$ cat src/mrf_pkg.sv
// mrf_pkg: constants, field positions and types for the mode register block
// assumes a single core clock; no other file in the design needs more
package mrf_pkg;
   localparam int          MR_W        = 22;
   localparam logic [2:0]  SEL_MR4     = 3'h4;
   localparam logic [2:0]  SEL_MR5     = 3'h5;
   localparam logic [2:0]  SEL_DNU     = 3'h7;
   // fifth mode register fields
   localparam int          P5_RINV     = 12;
   localparam int          P5_WINV     = 11;
   localparam int          P5_WMASK    = 10;
   localparam int          P5_PERSIST  = 9;
   localparam int          P5_PARK_LO  = 6;
   localparam int          P5_ODTBUF   = 5;
   localparam int          P5_PARSTAT  = 4;
   localparam int          P5_CRCSTAT  = 3;
   localparam int          P5_PL_LO    = 0;
   // fourth mode register fields
   localparam int          P4_CAL_LO   = 6;
   localparam int          P4_VREF     = 4;
   localparam int          P4_TCR      = 3;
   localparam int          P4_RANGE    = 2;
   localparam int          P4_MPS      = 1;
   // reset values and writable masks
   localparam logic [21:0] MR5_RST     = 22'h000000;
   localparam logic [21:0] MR5_WR_MASK = 22'h001FE7;
   localparam logic [21:0] MR4_RST     = 22'h000000;
   localparam logic [21:0] MR4_WR_MASK = 22'h0001DE;
   // refresh commands per internal refresh while cool
   localparam logic [1:0]  TCR_RATIO   = 2'h2;
   // parked termination in ohms, indexed by code
   localparam logic [7:0]  PARK_OHM [8] = '{8'h00, 8'h3C, 8'h78, 8'h28,
                                            8'hF0, 8'h30, 8'h50, 8'h22};

   typedef struct packed {
      logic       actN;
      logic       rasN;
      logic       casN;
      logic       weN;
      logic [1:0] bg;
      logic [1:0] ba;
      logic       a17;
      logic [13:0] addr;
   } mrf_cmd_s;

   typedef enum logic [1:0] {
      ST_RUN = 2'b01,
      ST_MPS = 2'b10
   } mrf_state_e;
endpackage

$ cat src/mrf_mode_regs.sv
// mrf_mode_regs: fifth and fourth mode registers of the memory device
// assumes command pins are synchronous to core_clk, sampled on every rising edge
//
// Notes on behaviour
// - cool refresh skips external refreshes at fixed ratio
// - refresh range bit picks normal or extended
// - delayed command capture after chip select edge
// - max power saving ignores all but exit
// - select 101 writes fifth register; 111 unused
// - bits 12 and 11 enable read/write inversion
// - multipurpose readout never inverted
// - bit 10 masks writes only
// - parked termination code to ohms table
// - bit 5 turns termination buffer off in power-down
// - bit 4 parity error, bit 3 crc error
// - error bits sticky until cleared by mode set
// - parity latency 0,4,5,6 clocks, rest reserved
// - non-persistent mode stops checking after an error
// - parity covers command and address, not controls
`timescale 1ns/1ps
module mrf_mode_regs
   import mrf_pkg::*;
(
   input  wire logic       core_clk,
   input  wire logic       srst,
   input  wire logic       csN,
   input  wire logic       cke,
   input  wire mrf_cmd_s   cmdPins,
   input  wire logic       parityIn,
   input  wire logic       crcErr,
   input  wire logic       mprRead,
   input  wire logic       refreshReq,
   input  wire logic       coolTemp,
   output logic [MR_W-1:0] mr5Value,
   output logic [MR_W-1:0] mr4Value,
   output logic            cmdAccept,
   output mrf_cmd_s        cmdOut,
   output logic            parityErr,
   output logic            readInvEn,
   output logic            writeInvEn,
   output logic            writeMaskEn,
   output logic [7:0]      parkOhm,
   output logic            odtBufOffPd,
   output logic [2:0]      parLatClk,
   output logic [3:0]      calClk,
   output logic            tcrEn,
   output logic            tcrExtended,
   output logic            vrefMon,
   output logic            maxPowerSave,
   output logic            refreshDo
);
   mrf_state_e       state_q, state_d;
   logic [MR_W-1:0]  mr5_q, mr5_d, mr4_q, mr4_d;
   logic [7:0]       csHist_q, csHist_d;
   logic             cke_q, cke_d;
   logic [1:0]       skip_q, skip_d;
   logic [3:0]       calN;
   logic             strobe, chkOn, parFail, isMrs, wr5, wr4, mpsExit;
   logic [2:0]       sel;
   logic [MR_W-1:0]  word;
   logic             acc_d, perr_d, rinv_d, ref_d;
   logic [7:0]       ohm_d;
   logic [2:0]       pl_d;
   logic [3:0]       cal_d;

   always_comb begin
      calN     = 4'h0;
      strobe   = 1'b0;
      sel      = {cmdPins.bg[0], cmdPins.ba};
      word     = {cmdPins.bg, cmdPins.ba, cmdPins.a17, 3'h0,
                  cmdPins.addr};
      case (mr4_q[P4_CAL_LO +: 3])
         3'h1:    calN = 4'h3;
         3'h2:    calN = 4'h4;
         3'h3:    calN = 4'h5;
         3'h4:    calN = 4'h6;
         3'h5:    calN = 4'h8;
         default: calN = 4'h0;
      endcase
      // history bit n-1 holds the chip select seen n cycles ago
      if (calN == 4'h0) begin
         strobe = ~csN;
      end else begin
         strobe = csHist_q[3'(calN - 4'h1)];
      end
      // a checked command is dropped, not executed, on a parity miss
      chkOn   = (mr5_q[P5_PL_LO +: 3] != 3'h0) &&
                (mr5_q[P5_PERSIST] || !mr5_q[P5_PARSTAT]);
      parFail = strobe && chkOn && (state_q == ST_RUN) &&
                (^{cmdPins, parityIn});
      isMrs   = strobe && !parFail && (state_q == ST_RUN) && cmdPins.actN &&
                !cmdPins.rasN && !cmdPins.casN && !cmdPins.weN;
      wr5     = isMrs && (sel == SEL_MR5);
      wr4     = isMrs && (sel == SEL_MR4);
      mpsExit = (state_q == ST_MPS) && !cke_q && cke;
   end

   always_comb begin
      csHist_d = {csHist_q[6:0], ~csN};
      // new latency: drop old selects so none is replayed (in-flight lost)
      if (wr4 && (word[P4_CAL_LO +: 3] != mr4_q[P4_CAL_LO +: 3])) begin
         csHist_d = 8'h00;
      end
      cke_d    = cke;
      state_d  = state_q;
      mr4_d    = mr4_q;
      mr5_d    = mr5_q;
      skip_d   = skip_q;
      ref_d    = 1'b0;
      // reserved and select bits are never stored
      if (wr5) begin
         mr5_d = (mr5_q & ~MR5_WR_MASK) |
                 (word & MR5_WR_MASK);
         mr5_d[P5_PARSTAT] = mr5_q[P5_PARSTAT] & word[P5_PARSTAT];
         mr5_d[P5_CRCSTAT] = mr5_q[P5_CRCSTAT] & word[P5_CRCSTAT];
      end
      // set wins over a clear in the same cycle
      if (parFail) begin
         mr5_d[P5_PARSTAT] = 1'b1;
      end
      if (crcErr) begin
         mr5_d[P5_CRCSTAT] = 1'b1;
      end
      if (wr4) begin
         mr4_d = (mr4_q & ~MR4_WR_MASK) | (word & MR4_WR_MASK);
      end
      case (state_q)
         ST_RUN: begin
            if (mr4_d[P4_MPS]) begin
               state_d = ST_MPS;
            end
            if (refreshReq) begin
               if (mr4_q[P4_TCR] && coolTemp) begin
                  ref_d  = (skip_q == 2'h0);
                  skip_d = (skip_q == TCR_RATIO - 2'h1) ? 2'h0 :
                           skip_q + 2'h1;
               end else begin
                  ref_d  = 1'b1;
               end
            end
         end
         ST_MPS: begin
            // only the exit is honoured here; reset still acts
            if (mpsExit) begin
               state_d = ST_RUN;
               mr4_d[P4_MPS] = 1'b0;
            end
         end
         default: state_d = ST_RUN;
      endcase
      acc_d  = strobe && !parFail && (state_q == ST_RUN);
      perr_d = parFail;
      // inversion is suppressed for readout, read masking does not exist
      rinv_d = mr5_d[P5_RINV] && !mprRead;
      ohm_d  = PARK_OHM[mr5_d[P5_PARK_LO +: 3]];
      pl_d   = 3'h0;
      case (mr5_d[P5_PL_LO +: 3])
         3'h1:    pl_d = 3'h4;
         3'h2:    pl_d = 3'h5;
         3'h3:    pl_d = 3'h6;
         default: pl_d = 3'h0;
      endcase
      // the latency output follows the register in the cycle it is written
      case (mr4_d[P4_CAL_LO +: 3])
         3'h1:    cal_d = 4'h3;
         3'h2:    cal_d = 4'h4;
         3'h3:    cal_d = 4'h5;
         3'h4:    cal_d = 4'h6;
         3'h5:    cal_d = 4'h8;
         default: cal_d = 4'h0;
      endcase
   end

   always_ff @(posedge core_clk) begin
      if (srst) begin
         state_q      <= ST_RUN;
         mr5_q        <= MR5_RST;
         mr4_q        <= MR4_RST;
         csHist_q     <= 8'h00;
         cke_q        <= 1'b0;
         skip_q       <= 2'h0;
         cmdAccept    <= 1'b0;
         cmdOut       <= '0;
         parityErr    <= 1'b0;
         readInvEn    <= 1'b0;
         writeInvEn   <= 1'b0;
         writeMaskEn  <= 1'b0;
         parkOhm      <= 8'h00;
         odtBufOffPd  <= 1'b0;
         parLatClk    <= 3'h0;
         calClk       <= 4'h0;
         tcrEn        <= 1'b0;
         tcrExtended  <= 1'b0;
         vrefMon      <= 1'b0;
         maxPowerSave <= 1'b0;
         refreshDo    <= 1'b0;
      end else begin
         state_q      <= state_d;
         mr5_q        <= mr5_d;
         mr4_q        <= mr4_d;
         csHist_q     <= csHist_d;
         cke_q        <= cke_d;
         skip_q       <= skip_d;
         cmdAccept    <= acc_d;
         cmdOut       <= cmdPins;
         parityErr    <= perr_d;
         readInvEn    <= rinv_d;
         writeInvEn   <= mr5_d[P5_WINV];
         writeMaskEn  <= mr5_d[P5_WMASK];
         parkOhm      <= ohm_d;
         odtBufOffPd  <= mr5_d[P5_ODTBUF];
         parLatClk    <= pl_d;
         calClk       <= cal_d;
         tcrEn        <= mr4_d[P4_TCR];
         tcrExtended  <= mr4_d[P4_RANGE];
         vrefMon      <= mr4_d[P4_VREF];
         maxPowerSave <= state_d == ST_MPS;
         refreshDo    <= ref_d;
      end
   end

   assign mr5Value = mr5_q;
   assign mr4Value = mr4_q;
endmodule

$ cat config.mk
export PLATFORM = sky130hd
export DESIGN_NAME = mrf_mode_regs
export DESIGN_NICKNAME = d
export VERILOG_FILES = /design/src/mrf_pkg.sv /design/src/mrf_mode_regs.sv
export SDC_FILE = /design/constraint.sdc
export NUM_CORES = 1
export LEC_CHECK = 0
export ABC_AREA = 1
export BUFFER_PORTS_ARGS = -buffer_cell sky130_fd_sc_hd__buf_2
export CAP_MARGIN = 20
export CORE_AREA = 2 2 98 100
export CTS_CLUSTER_DIAMETER = 40
export DETAILED_ROUTE_END_ITERATION = 10
export DIE_AREA = 0 0 100 102
export PLACE_DENSITY = 0.72
export SYNTH_ARGS = -nofsm -noshare
export SYNTH_HDL_FRONTEND = slang
export SYNTH_SLANG_ARGS = --single-unit
$ cat constraint.sdc
create_clock -name core_clk -period 2.51 [get_ports core_clk]
set_input_delay 0.3765 -clock core_clk [delete_from_list [all_inputs] [get_ports core_clk]]
set_output_delay 0.3765 -clock core_clk [all_outputs]
set_load 0.01 [all_outputs]
# Word-level counts from Yosys, hierarchy flattened
# Memories as Yosys holds them, arrays and structs flattened. A register that Yosys moved wholly into a read port is not among the register bits.
# Cells that the tools add are included.
# totals
latch_bits	0
output_inout_bits	93
romBits	64
n_memories	1
wordCells	114
ramBits	0
in_bits	32
ff_bits	98
# op_classes
mux	17
reduce_logical	34
multipliers	0
shift	0
addsub	2
eq_ne	20
magnitude_cmp	1
bitwise	8
n_div	0
# memory_table
name	words	word_bits	read_ports	rd_clocked_by_memory_dff	wr	line_no	rtl
(name not given)	8	8	1	1	0	mrf_mode_regs.sv:155	ohm_d = PARK_OHM[mr5_d[P5_PARK_LO +: 3]];
# ops
cell	count
$pmux W4 S5	2
$reduce_xor A24 Y1	1
$or A22 B13 Y22	1
$or A22 B9 Y22	1
$eq A3 B2 Y1 const B	6
$eq A3 B3 Y1 const B	6
$logic_and A1 B1 Y1	17
$mux W13	1
$eq A3 B1 Y1 const B	3
$mux W9	1
$pmux W3 S3	1
$logic_not A1 Y1	7
$mux W1	7
$mux W2	3
$eq A2 B1 Y1 const B	2
$eq A2 B2 Y1 const B	2
$logic_not A4 Y1	1
$lt A3 B4 Y1 const B	1
$not A3 Y4	1
$pmux W2 S2	1
$reduce_bool A2 Y1	2
$bmux W1 S3	1
$ne A3 B3 Y1	1
$not A1 Y1	3
9 further kinds	10

# Depth between registers and ports, before layout
# Gate-level depths: netlist of run 1.
# depth
word_depth	21
mapped_depth	20

# Worst setup path after synthesis of run 1
# Ideal clock, no wire load.
# synth_path
kind	reg2reg
start	register mr4_q[8], in the netlist mr4Value[8]
end	register parkOhm[4]
arrival_time_ns	2.699
required_ns	2.389
stages_incl_launch_ff	18
path_buffers	1
path_slack_ns	-0.310
cell_sequence	dfxtp_1 -> inv_2 -> nand2_2 -> o21ai_0 -> inv_1 -> ha_1 -> inv_1 -> nor2_1 -> nand2_1 -> or2_2 -> a21oi_4 -> nand4_4 -> buf_6 -> o21ai_4 -> inv_1 -> ha_1 -> nand3_1 -> o21ai_0
# synth_between
elab_chain_len	19
elab_cells_between_ends	24
classes_between	1 x add/sub; 5 x eq/ne; 5 x mux; 1 x bitwise; 12 x reduce/logical
# synth_rtl
item	line_no	rtl
from (decl)	mrf_mode_regs.sv:53	logic [MR_W-1:0] mr5_q, mr5_d, mr4_q, mr4_d;
from (signal assigned)	mrf_mode_regs.sv:200	mr4_q <= mr4_d;
$eq A3 B3 Y1, or another cell as far along	mrf_mode_regs.sv:72	case (mr4_q[P4_CAL_LO +: 3])
$pmux W4 S5 (*)	mrf_mode_regs.sv:72	
$sub A3 B1 Y3	mrf_mode_regs.sv:84	strobe = csHist_q[3'(calN - 4'h1)];
$bmux W1 S3	mrf_mode_regs.sv:84	
$mux W1 (implied by the code)	mrf_mode_regs.sv:84	
$mux W1 (*)	mrf_mode_regs.sv:81	if (calN == 4'h0) begin
$logic_and A1 B1 Y1 (3 in a row)	mrf_mode_regs.sv:89	parFail = strobe && chkOn && (state_q == ST_RUN) &&
$logic_not A1 Y1	mrf_mode_regs.sv:91	isMrs = strobe && !parFail && (state_q == ST_RUN) && cmdPins.actN &&
$logic_and A1 B1 Y1 (*) (4 in a row)	mrf_mode_regs.sv:91	
$logic_and A1 B1 Y1 (*) (2 in a row)	mrf_mode_regs.sv:92	!cmdPins.rasN && !cmdPins.casN && !cmdPins.weN;
$logic_and A1 B1 Y1 (*)	mrf_mode_regs.sv:93	wr5 = isMrs && (sel == SEL_MR5);
$mux W13 (*)	mrf_mode_regs.sv:111	if (wr5) begin
net mr5_d[7]	mrf_mode_regs.sv:53	
$not A3 Y4 (implied by the code) (*)	mrf_mode_regs.sv:155	
to (decl)	mrf_mode_regs.sv:42	output logic [7:0] parkOhm,
# Mark *: on every way through the listed nets, which the timed path passes. The rest lies on a longest branch. The select of a mux whose other input is x is not followed.
# A chain may end at the register's enable or synchronous reset.

# Worst setup path after layout of run 1
# Ends and elaborated chain as after synthesis.

==> results of run 1 <==
==> registers in the layout, summed over array words and instances (netlist names) <==
| name | count |
|---|---|
| readInvEn | 1 |
| parkOhm | 7 |
| refreshDo | 1 |
| parLatClk | 3 |
| mr5Value | 13 |
| maxPowerSave | 1 |
| parityErr | 1 |
| csHist_q | 8 |
| mr4Value | 7 |
| cmdAccept | 1 |
| cke_q | 1 |
| cmdOut | 23 |
| state_q | 2 |
| calClk | 4 |
| skip_q | 2 |
==> per-layer routing <==
metal	vias up	track usage, %	routed length [um]
met3	14	4.65	562
li1	1622	-	-
met5	-	0	0
met1	1408	18.7	3530
met4	0	6.74	144
met2	97	29.3	4160
==> repair_timing <==
item / 4_1_cts / 5_1_grt
gates resized for setup: 6 / 27
setup buffers: 8 / 3
pin swaps: 6 / 11
gates cloned: 0 / 0
setup endpoints to repair: 25 / 29
==> metrics by stage <==
step | cell area (um2) | std cells
final | 4530 | 701
after global routing | 4530 | 701
after CTS | 4440 | 698
after detailed placement | 4120 | 674
after global placement | 4120 | 674
after floorplan | 3680 | 494
==> report_power, final <==
| group | switching, mW | internal [mW] |
|---|---|---|
| clock network | 0.480 | 0.597 |
| registers | 0.0105 | 1.22 |
| logic | 0.200 | 0.110 |
==> cell usage in the layout, fill, tap and decap left out, drive strengths merged, types with 3 or more instances in the layout <==
master	instances
a21oi	13
buf	122
clkbuf	10
conb	25
dfxtp	75
ha	9
inv	62
nand2	132
nand3	14
nand3b	3
nand4	5
nor2	60
nor3	7
o211ai	4
o21ai	24
xnor2	6
xor2	10
==> worst paths after layout <==
| check | start | depth (start not counted) | to | slack [ns] |
|---|---|---|---|---|
| worst max-delay path | mr4Value[8] | 17 | parkOhm[4] | 0.003 |
| worst min-delay path | mprRead | 2 | readInvEn | 0.19 |
| worst max register to register | mr4Value[8] | 17 | parkOhm[4] | 0.003 |
| worst min register to register | csHist_q[1] | 2 | csHist_q[2] | 0.43 |
==> cell usage after synthesis <==
cell      count
nand2_2       5
o22ai_1       1
o211ai_1      4
dfxtp_1      75
nor2_2        1
ha_1          9
a21oi_2       1
xor2_1       10
nor2_1       57
o21ai_1       3
conb_1        1
or2_2         1
a21oi_4       1
nand4_4       2
nand2_1     127
a21oi_1      11
buf_2         3
a211oi_1      2
nand3_2       2
nand4_1       3
nand3_4       1
o21ai_0      16
nand3b_1      3
nor3_1        6
buf_6         3
nand3_1      11
clkbuf_1      5
nor3_2        1
inv_2         5
o21ai_4       1
a31oi_1       1
buf_4        31
inv_1        55
o21ai_2       4
nor2_4        2
xnor2_1       6
==> layout make-up <==
type | instances | area, um2
inverters | 60 | 228
well taps | 111 | 139
flip-flops and latches | 75 | 1510
fillers | 893 | 4580
multi-input cells | 317 | 1720
repair buffers | 122 | 701
clock buffers | 10 | 138
clock inverters | 6 | 95.1
==> critical path, cell delays in order (launching register included) <==
cell and delay, ns:
dfxtp_4 0.38, inv_4 0.06, nand2_4 0.04, o21ai_2 0.13, inv_2 0.06, ha_4 0.28, inv_2 0.04, o211ai_1 0.08
nand2_1 0.09, nand2_1 0.09, nand3_2 0.10, a21oi_4 0.20, nand4_4 0.19, o21ai_4 0.24, inv_2 0.07, ha_4 0.27
nand3_2 0.05, o21ai_1 0.07
==> cell families (layout without fill, tap and decap cells) <==
family          count (synthesis)  count (layout)  share of synthesized area [%]
simple gates                  222             222                           27.5
buf+inv                       102             198                           14.8
flops                          75              75                           42.4
compound gates                 45              45                           8.02
xor+xnor                       16              16                           3.96
fa+ha+maj                       9               9                           3.18
other cells                     1              25                          0.106
==> results by group, run 1 <==
Critical path
  • Crit end category: flip-flop
  • WS Path Type: flip-flop to flip-flop
  • Crit Path Max Fanout: 7
  • Worst EP arrival: 2.80 ns
  • Crit path launch type: flip-flop
  • Worst path required time: 2.80 ns

Clock tree
  • CTS tree: built
  • H-tree depth: 3
  • Clk buf depth: 2
  • Clk_lat worst skew: 0.35 ns
  • CTS Buf Count: 9
  • Clock-pin slew on the worst setup and hold paths: 0.08 ns
  • # clock sinks: 75
  • CTS root buf: clkbuf_8
  • Hold-fix buffers at CTS: 0

Power
  • PnR Total Power: 2.62 mW
  • Worst VDD drop: 0.256 mV
  • Lkg Pwr: 2.43 nW
  • Pwr per Cell Area: 578 nW/um2

Cells and area
  • Number of diodes: 0
  • Fin nets: 626
  • Post-layout util: 49.7%
  • Syn-to-layout area delta: 27.9%
  • Layout cells sized above 1: 32.9%

Placed design
  • DP Wirelength: 6.32 mm
  • Post-placement setup slack: -0.162 ns
  • Port Buffers: 99
  • Gp weighted congestion: 0.757

Timing
  • Fmax achieved: 0.399 GHz
  • Setup tns final: 0 ns
  • Hold slack final: 0.189 ns
  • Unrepaired setup endpoints after global routing: yes
  • Final Max Tran Viols: 0
  • Post-route setup slack: 0.00339 ns
  • Final setup viols: 0
  • Tcrit/Tclk final: 99.9%
  • Clock skew: 0.00766 ns
  • Period minus WS final: 2.51 ns
  • Endpoints failing hold: 0

Yosys
  • Synthesized area: 3540 um2
  • Sequential fraction of the synthesis area: 42.4%
  • Synth area leader: dfxtp_1
  • Synth top area share: 42.4%
  • Netlist cell types: 36
  • Ys Warns: 0
  • Avg Cell Area, Syn: 7.53 um2
  • #FFs+latches synth: 75
  • Most area-consuming cells after synthesis: dfxtp_1, nand2_1, buf_4, nor2_1, inv_1
  • Post-Syn Instances: 470

Routing
  • Final ANT Viol Nets: 0
  • Total number of vias: 3,141
  • WL/cell: 12.0 um
  • Via density: 4.48
  • WL final: 8.39 mm
  • Pre-antenna DRT Iters: 4
  • Initial DRC count: 78
  • DRC: 0

Floorplanning
  • Initial core utilization: 38.9%
  • # IOs: 125
  • DIE WIDTH: 100 um
  • Area of the die: 10,200 um2
  • Core ar.: 9110 um2
  • Die Y: 102 um
  • # rows: 35

Worst hold path
  • Hold crit path type: primary input to flip-flop

Global routing
  • First-pass GRT wire length: 13.1 mm
  • All-Layer GR Usage: 16.5%
  • Antenna violations before repair: 0
  • Largest net degree at the start of global routing: 35
  • Total grt overflow: 0
  • Number of global-route vias before repair: 2,923

Run status
  • Status: complete, no violations

Run
  • Max Cap Viol: 0
(Power assumes the default switching activity.)
==> run 2: changes to the inputs <==
--- a/config.mk
+++ b/config.mk
@@ -6,7 +6,7 @@
 export NUM_CORES = 1
 export LEC_CHECK = 0
 export ABC_AREA = 1
-export BUFFER_PORTS_ARGS = -buffer_cell sky130_fd_sc_hd__buf_2
+export BUFFER_PORTS_ARGS = -buffer_cell sky130_fd_sc_hd__clkbuf_2
 export CAP_MARGIN = 20
 export CORE_AREA = 2 2 98 100
 export CTS_CLUSTER_DIAMETER = 40
==> results by group, run 2 (synthesized netlist as in run 1, its figures left out) <==
Cells and area
  • Post-layout util: 49.8%
  • Biggest register: cmdOut
  • Syn-to-layout area delta: 28.2%
  • Commonest non-fill, non-tap cell in the layout: nand2_1
  • Number of diodes: 0
  • Largest register FFs: 23
  • Layout cells sized above 1: 32.7%
  • Commonest non-fill, non-tap cells in the layout: nand2_1, clkbuf_2, dfxtp_1, nor2_1, inv_1
  • Fin nets: 627
  • Post-route insts no fill: 702

Clock tree
  • Clk buf depth: 2
  • Clk_lat worst skew: 0.35 ns
  • CTS tree: built
  • Clock-pin slew on the worst setup and hold paths: 0.08 ns
  • CTS root buf: clkbuf_8
  • Hold-fix buffers at CTS: 0
  • H-tree depth: 3
  • CTS Buf Count: 9
  • # clock sinks: 75

Floorplanning
  • Die Y: 102 um
  • Core ar.: 9110 um2
  • Area of the die: 10,200 um2
  • # IOs: 125
  • Initial core utilization: 38.9%
  • DIE WIDTH: 100 um
  • # rows: 35

Power
  • Lkg Pwr: 2.39 nW
  • PnR Total Power: 2.55 mW
  • Pwr per Cell Area: 563 nW/um2
  • Worst VDD drop: 0.222 mV

Critical path
  • Slowest-stage cell, CP: dfxtp_4
  • CP peak stage delay: 0.37 ns
  • Critical path buffer and inverter count: 4
  • WS Path Type: flip-flop to flip-flop
  • Crit-path cells: inv_4 > nand2_4 > o21ai_2 > inv_2 > ha_4 > inv_2 > o211ai_1 > nand2_1 > nand2_1 > nand3_2 > a21oi_4 > nand4_4 > o21ai_4 > inv_2 > ha_4 > nand3b_1 > o21ai_1
  • Crit end category: flip-flop
  • Most used cell along the critical path: inv_2
  • Crit Path Max Fanout: 6
  • Worst path required time: 2.79 ns
  • Worst EP arrival: 2.86 ns
  • Cell family with most CP delay: compound AO/OA/AOI/OAI gates
  • Crit path launch type: flip-flop

Worst hold path
  • Hold crit path type: primary input to flip-flop

Global routing
  • First-pass GRT wire length: 13.0 mm
  • Total grt overflow: 0
  • All-Layer GR Usage: 16.3%
  • Largest net degree at the start of global routing: 35
  • Antenna violations before repair: 0
  • Number of global-route vias before repair: 2,796

Routing
  • WL/cell: 12.1 um
  • Via density: 4.58
  • DRC: 0
  • Total number of vias: 3,215
  • Final ANT Viol Nets: 0
  • WL final: 8.52 mm
  • Initial DRC count: 133
  • Pre-antenna DRT Iters: 6

Placed design
  • Gp weighted congestion: 0.760
  • Port Buffers: 99
  • Dpl cells: 675
  • DP Wirelength: 6.30 mm

Run status
  • Status: complete, but fails checks
  • Failing checks: setup timing

Timing
  • Slew @ Worst Pin: 0.729 ns
  • Post-route setup slack: -0.0727 ns
  • Unrepaired setup endpoints after global routing: yes
  • Rel. slew slack: 51.4%
  • Setup tns final: -0.228 ns
  • Period minus WS final: 2.58 ns
  • Final setup viols: 13
  • Final Max Tran Viols: 0
  • Fmax achieved: 0.387 GHz
  • Tcrit/Tclk final: 103%
  • Endpoints failing hold: 0
  • Clock skew: 0.00702 ns

Run
  • Max Cap Viol: 0
run 2: changes by cell type in the layout (fill, tap and decap cells not counted), sizes merged:
cell,previous run,this run
buf,122,23
clkbuf,10,108
clkinv,2,5
inv,62,60
nand4,5,6
run 2: power breakdown:
group | internal [mW] | switching [mW]
Combinational | 0.109 | 0.202
Clock | 0.558 | 0.457
Sequential | 1.22 | 0.0117
Total | 1.88 | 0.671
run 2: worst paths after layout:
check / to / cells past startpoint / slack (ns) / startpoint
setup reg to reg: parkOhm[5] / 17 / -0.07 / mr4Value[8]
hold / removal: readInvEn / 2 / 0.17 / mprRead
setup / recovery: parkOhm[5] / 17 / -0.07 / mr4Value[8]
hold reg to reg: csHist_q[4] / 2 / 0.44 / csHist_q[3]
run 2: timing repair:
action / CTS / global route
setup buffers: 1 / 9
pin swaps: 3 / 15
endpoints found under the setup margin: 4 / 35
cloned: 0 / 1
gates resized for setup: 1 / 31
run 2: cell type report:
cell class / instances / area (um2)
Inverter: 60 / 228
Fill cell: 906 / 4570
Multi-Input combinational cell: 318 / 1750
Clock inverter: 7 / 92.6
Clock buffer: 9 / 124
Timing Repair Buffer: 122 / 696
Tap cell: 111 / 139
Sequential cell: 75 / 1510
run 2: layer usage:
| metal | track usage (%) | wire length (um) | up-vias |
|---|---|---|---|
| li1 | - | - | 1628 |
| met1 | 19.2 | 3590 | 1473 |
| met2 | 29.2 | 4380 | 103 |
| met3 | 4.72 | 480 | 11 |
| met4 | 4.11 | 71 | 0 |
| met5 | 0 | 0 | - |
run 2: stage by stage:
| stage | worst slack, ns | area [um2] | hold WS [ns] |
|---|---|---|---|
| 6_report | -0.0727 | 4540 | 0.170 |
| 5_1_grt | -0.213 | 4540 | 0.156 |
| 4_1_cts | 0.00784 | 4340 | 0.167 |
| 3_5_place_dp | -0.0209 | 4110 | 0.424 |
| 3_3_place_gp | 0.0903 | 4110 | 0.420 |
| 2_1_floorplan | -0.0469 | 3680 | 0.408 |
==> run 3: changes to the inputs <==
--- a/config.mk
+++ b/config.mk
@@ -12,7 +12,8 @@
 export CTS_CLUSTER_DIAMETER = 40
 export DETAILED_ROUTE_END_ITERATION = 10
 export DIE_AREA = 0 0 100 102
-export PLACE_DENSITY = 0.72
+export GPL_TIMING_DRIVEN = 0
+export PLACE_DENSITY = 0.7
 export SYNTH_ARGS = -nofsm -noshare
 export SYNTH_HDL_FRONTEND = slang
 export SYNTH_SLANG_ARGS = --single-unit
==> constraint.sdc (replaced) <==
create_clock -name core_clk -period 3.3 [get_ports core_clk]
set_input_delay 0.495 -clock core_clk [delete_from_list [all_inputs] [get_ports core_clk]]
set_output_delay 0.495 -clock core_clk [all_outputs]
set_load 0.01 [all_outputs]
==> results by group, run 3 (synthesized netlist as in run 1, its figures left out) <==
Power
  • Pwr per Cell Area: 422 nW/um2
  • Worst VDD drop: 0.181 mV
  • Lkg Pwr: 2.41 nW
  • PnR Total Power: 1.87 mW

Timing
  • Setup tns final: 0 ns
  • Post-route setup slack: 0.257 ns
  • Rel. slew slack: 59.2%
  • Final Max Tran Viols: 0
  • Tcrit/Tclk final: 92.2%
  • Final setup viols: 0
  • Period minus WS final: 3.04 ns
  • Fmax achieved: 0.329 GHz
  • Clock skew: 0.0131 ns
  • Unrepaired setup endpoints after global routing: no
  • Slew @ Worst Pin: 0.611 ns
  • Endpoints failing hold: 0

Floorplanning
  • Initial core utilization: 38.9%
  • Area of the die: 10,200 um2
  • # rows: 35
  • DIE WIDTH: 100 um
  • # IOs: 125
  • Die Y: 102 um
  • Core ar.: 9110 um2

Clock tree
  • CTS tree: built
  • Clk buf depth: 2
  • Clock-pin slew on the worst setup and hold paths: 0.08 ns
  • CTS Buf Count: 9
  • H-tree depth: 3
  • CTS root buf: clkbuf_8
  • Clk_lat worst skew: 0.35 ns
  • # clock sinks: 75

Critical path
  • Critical path buffer and inverter count: 5
  • Crit Path Max Fanout: 10
  • Slowest-stage cell, CP: dfxtp_2
  • Worst path required time: 3.54 ns
  • Setup crit start: mr4Value[8]
  • CP peak stage delay: 0.36 ns
  • Crit-path cells: inv_2 > nand2_2 > o21ai_0 > inv_1 > ha_1 > inv_1 > o211ai_1 > nand2_1 > nand2_1 > nand3_2 > a21oi_4 > nand4_4 > buf_6 > o21ai_4 > inv_1 > ha_1 > nand3_1 > o21ai_0
  • Crit path launch type: flip-flop
  • R2R Path Start: mr4Value[8]
  • Most used cell along the critical path: inv_1
  • Crit end category: flip-flop
  • WS Path Type: flip-flop to flip-flop
  • Worst EP arrival: 3.28 ns
  • Cell family with most CP delay: compound AO/OA/AOI/OAI gates

Cells and area
  • Post-route insts no fill: 716
  • Layout cells sized above 1: 29.3%
  • Commonest non-fill, non-tap cell in the layout: nand2_1
  • Fin nets: 642
  • Post-layout util: 48.8%
  • Number of diodes: 0
  • Biggest register: cmdOut
  • Largest register FFs: 23
  • Commonest non-fill, non-tap cells in the layout: nand2_1, clkbuf_2, dfxtp_1, nor2_1, inv_1
  • Syn-to-layout area delta: 25.4%

Placed design
  • DP Wirelength: 6.46 mm
  • Gp weighted congestion: 0.830
  • Dpl cells: 701
  • Port Buffers: 96
  • Post-placement setup slack: 0.167 ns

Run status
  • Status: complete, no violations

Worst hold path
  • Hold Crit Start: csN
  • Hold crit path type: primary input to flip-flop

Routing
  • Via density: 4.41
  • Pre-antenna DRT Iters: 5
  • Initial DRC count: 103
  • Final ANT Viol Nets: 0
  • WL final: 8.16 mm
  • WL/cell: 11.4 um
  • DRC: 0
  • Total number of vias: 3,160

Global routing
  • Largest net degree at the start of global routing: 14
  • First-pass GRT wire length: 13.3 mm
  • All-Layer GR Usage: 16.6%
  • Number of global-route vias before repair: 2,987
  • Antenna violations before repair: 0
  • Total grt overflow: 0

Run
  • Max Cap Viol: 0
-- run 3: changes by cell type in the layout (fill, tap and decap cells not counted), moves of 3 or more --
cell      change
o21ai_0       +4
nor2_2        -4
nand2_1       +6
inv_1         +5
nand2_2       -4
clkbuf_2      -3
clkbuf_1      +5
inv_2         -4
dfxtp_4       -3
o21ai_4       -3
nor2_1        +4
buf_2         +3
buf_4        +13
-- run 3: cell type report --
type | instances | area, um2
fillers | 932 | 4670
multi-input cells | 317 | 1600
flip-flops and latches | 75 | 1500
repair buffers | 96 | 480
plain buffers | 42 | 300
inverters | 60 | 225
well taps | 111 | 139
clock buffers | 9 | 124
clock inverters | 6 | 65.1
-- run 3: routing by layer --
layer | wire [um] | vias to the layer above | track usage (%)
li1 | - | 1650 | -
met1 | 3620 | 1403 | 19.5
met2 | 3830 | 98 | 28.6
met3 | 610 | 9 | 5.95
met4 | 104 | 0 | 4.85
met5 | 0 | - | 0
-- run 3: repair_timing --
action / in CTS / in global routing
endpoints found under the hold margin: 0 / 0
endpoints found under the setup margin: 0 / 2
gates resized for setup: 0 / 2
hold buffers: 0 / 0
buffers inserted: 0 / 0
-- run 3: worst paths after layout --
| path | to | slack [ns] | depth (start not counted) |
|---|---|---|---|
| max | parkOhm[4] | 0.26 | 18 |
| min | csHist_q[0] | 0.31 | 2 |
| max reg2reg | parkOhm[4] | 0.26 | 18 |
| min reg2reg | csHist_q[6] | 0.43 | 2 |
-- run 3: report_power, final --
group | total, mW | internal, mW | switching [mW] | leakage (nW)
combinational | 0.251 | 0.0986 | 0.153 | 1.70
clock | 0.686 | 0.346 | 0.340 | 0.0955
sequential | 0.937 | 0.928 | 0.00899 | 0.613
total | 1.87 | 1.37 | 0.502 | 2.41
-- run 3: per-stage QoR --
step,hold WS [ns],area [um2]
after global routing,0.300,4440
after detailed placement,0.420,4250
after floorplan,0.408,3630
final,0.311,4440
after CTS,0.296,4440
after global placement,0.413,4250
-- run 3: worst register-to-register path: cells and delay by family, from the launching register on --
family | cells | cell delay [ns]
AO/OA/AOI/OAI | 5 | 0.80
adder cells (fa/ha/maj) | 2 | 0.61
buffers and inverters | 5 | 0.49
flip-flops | 1 | 0.36
AND/OR/NAND/NOR | 6 | 0.66
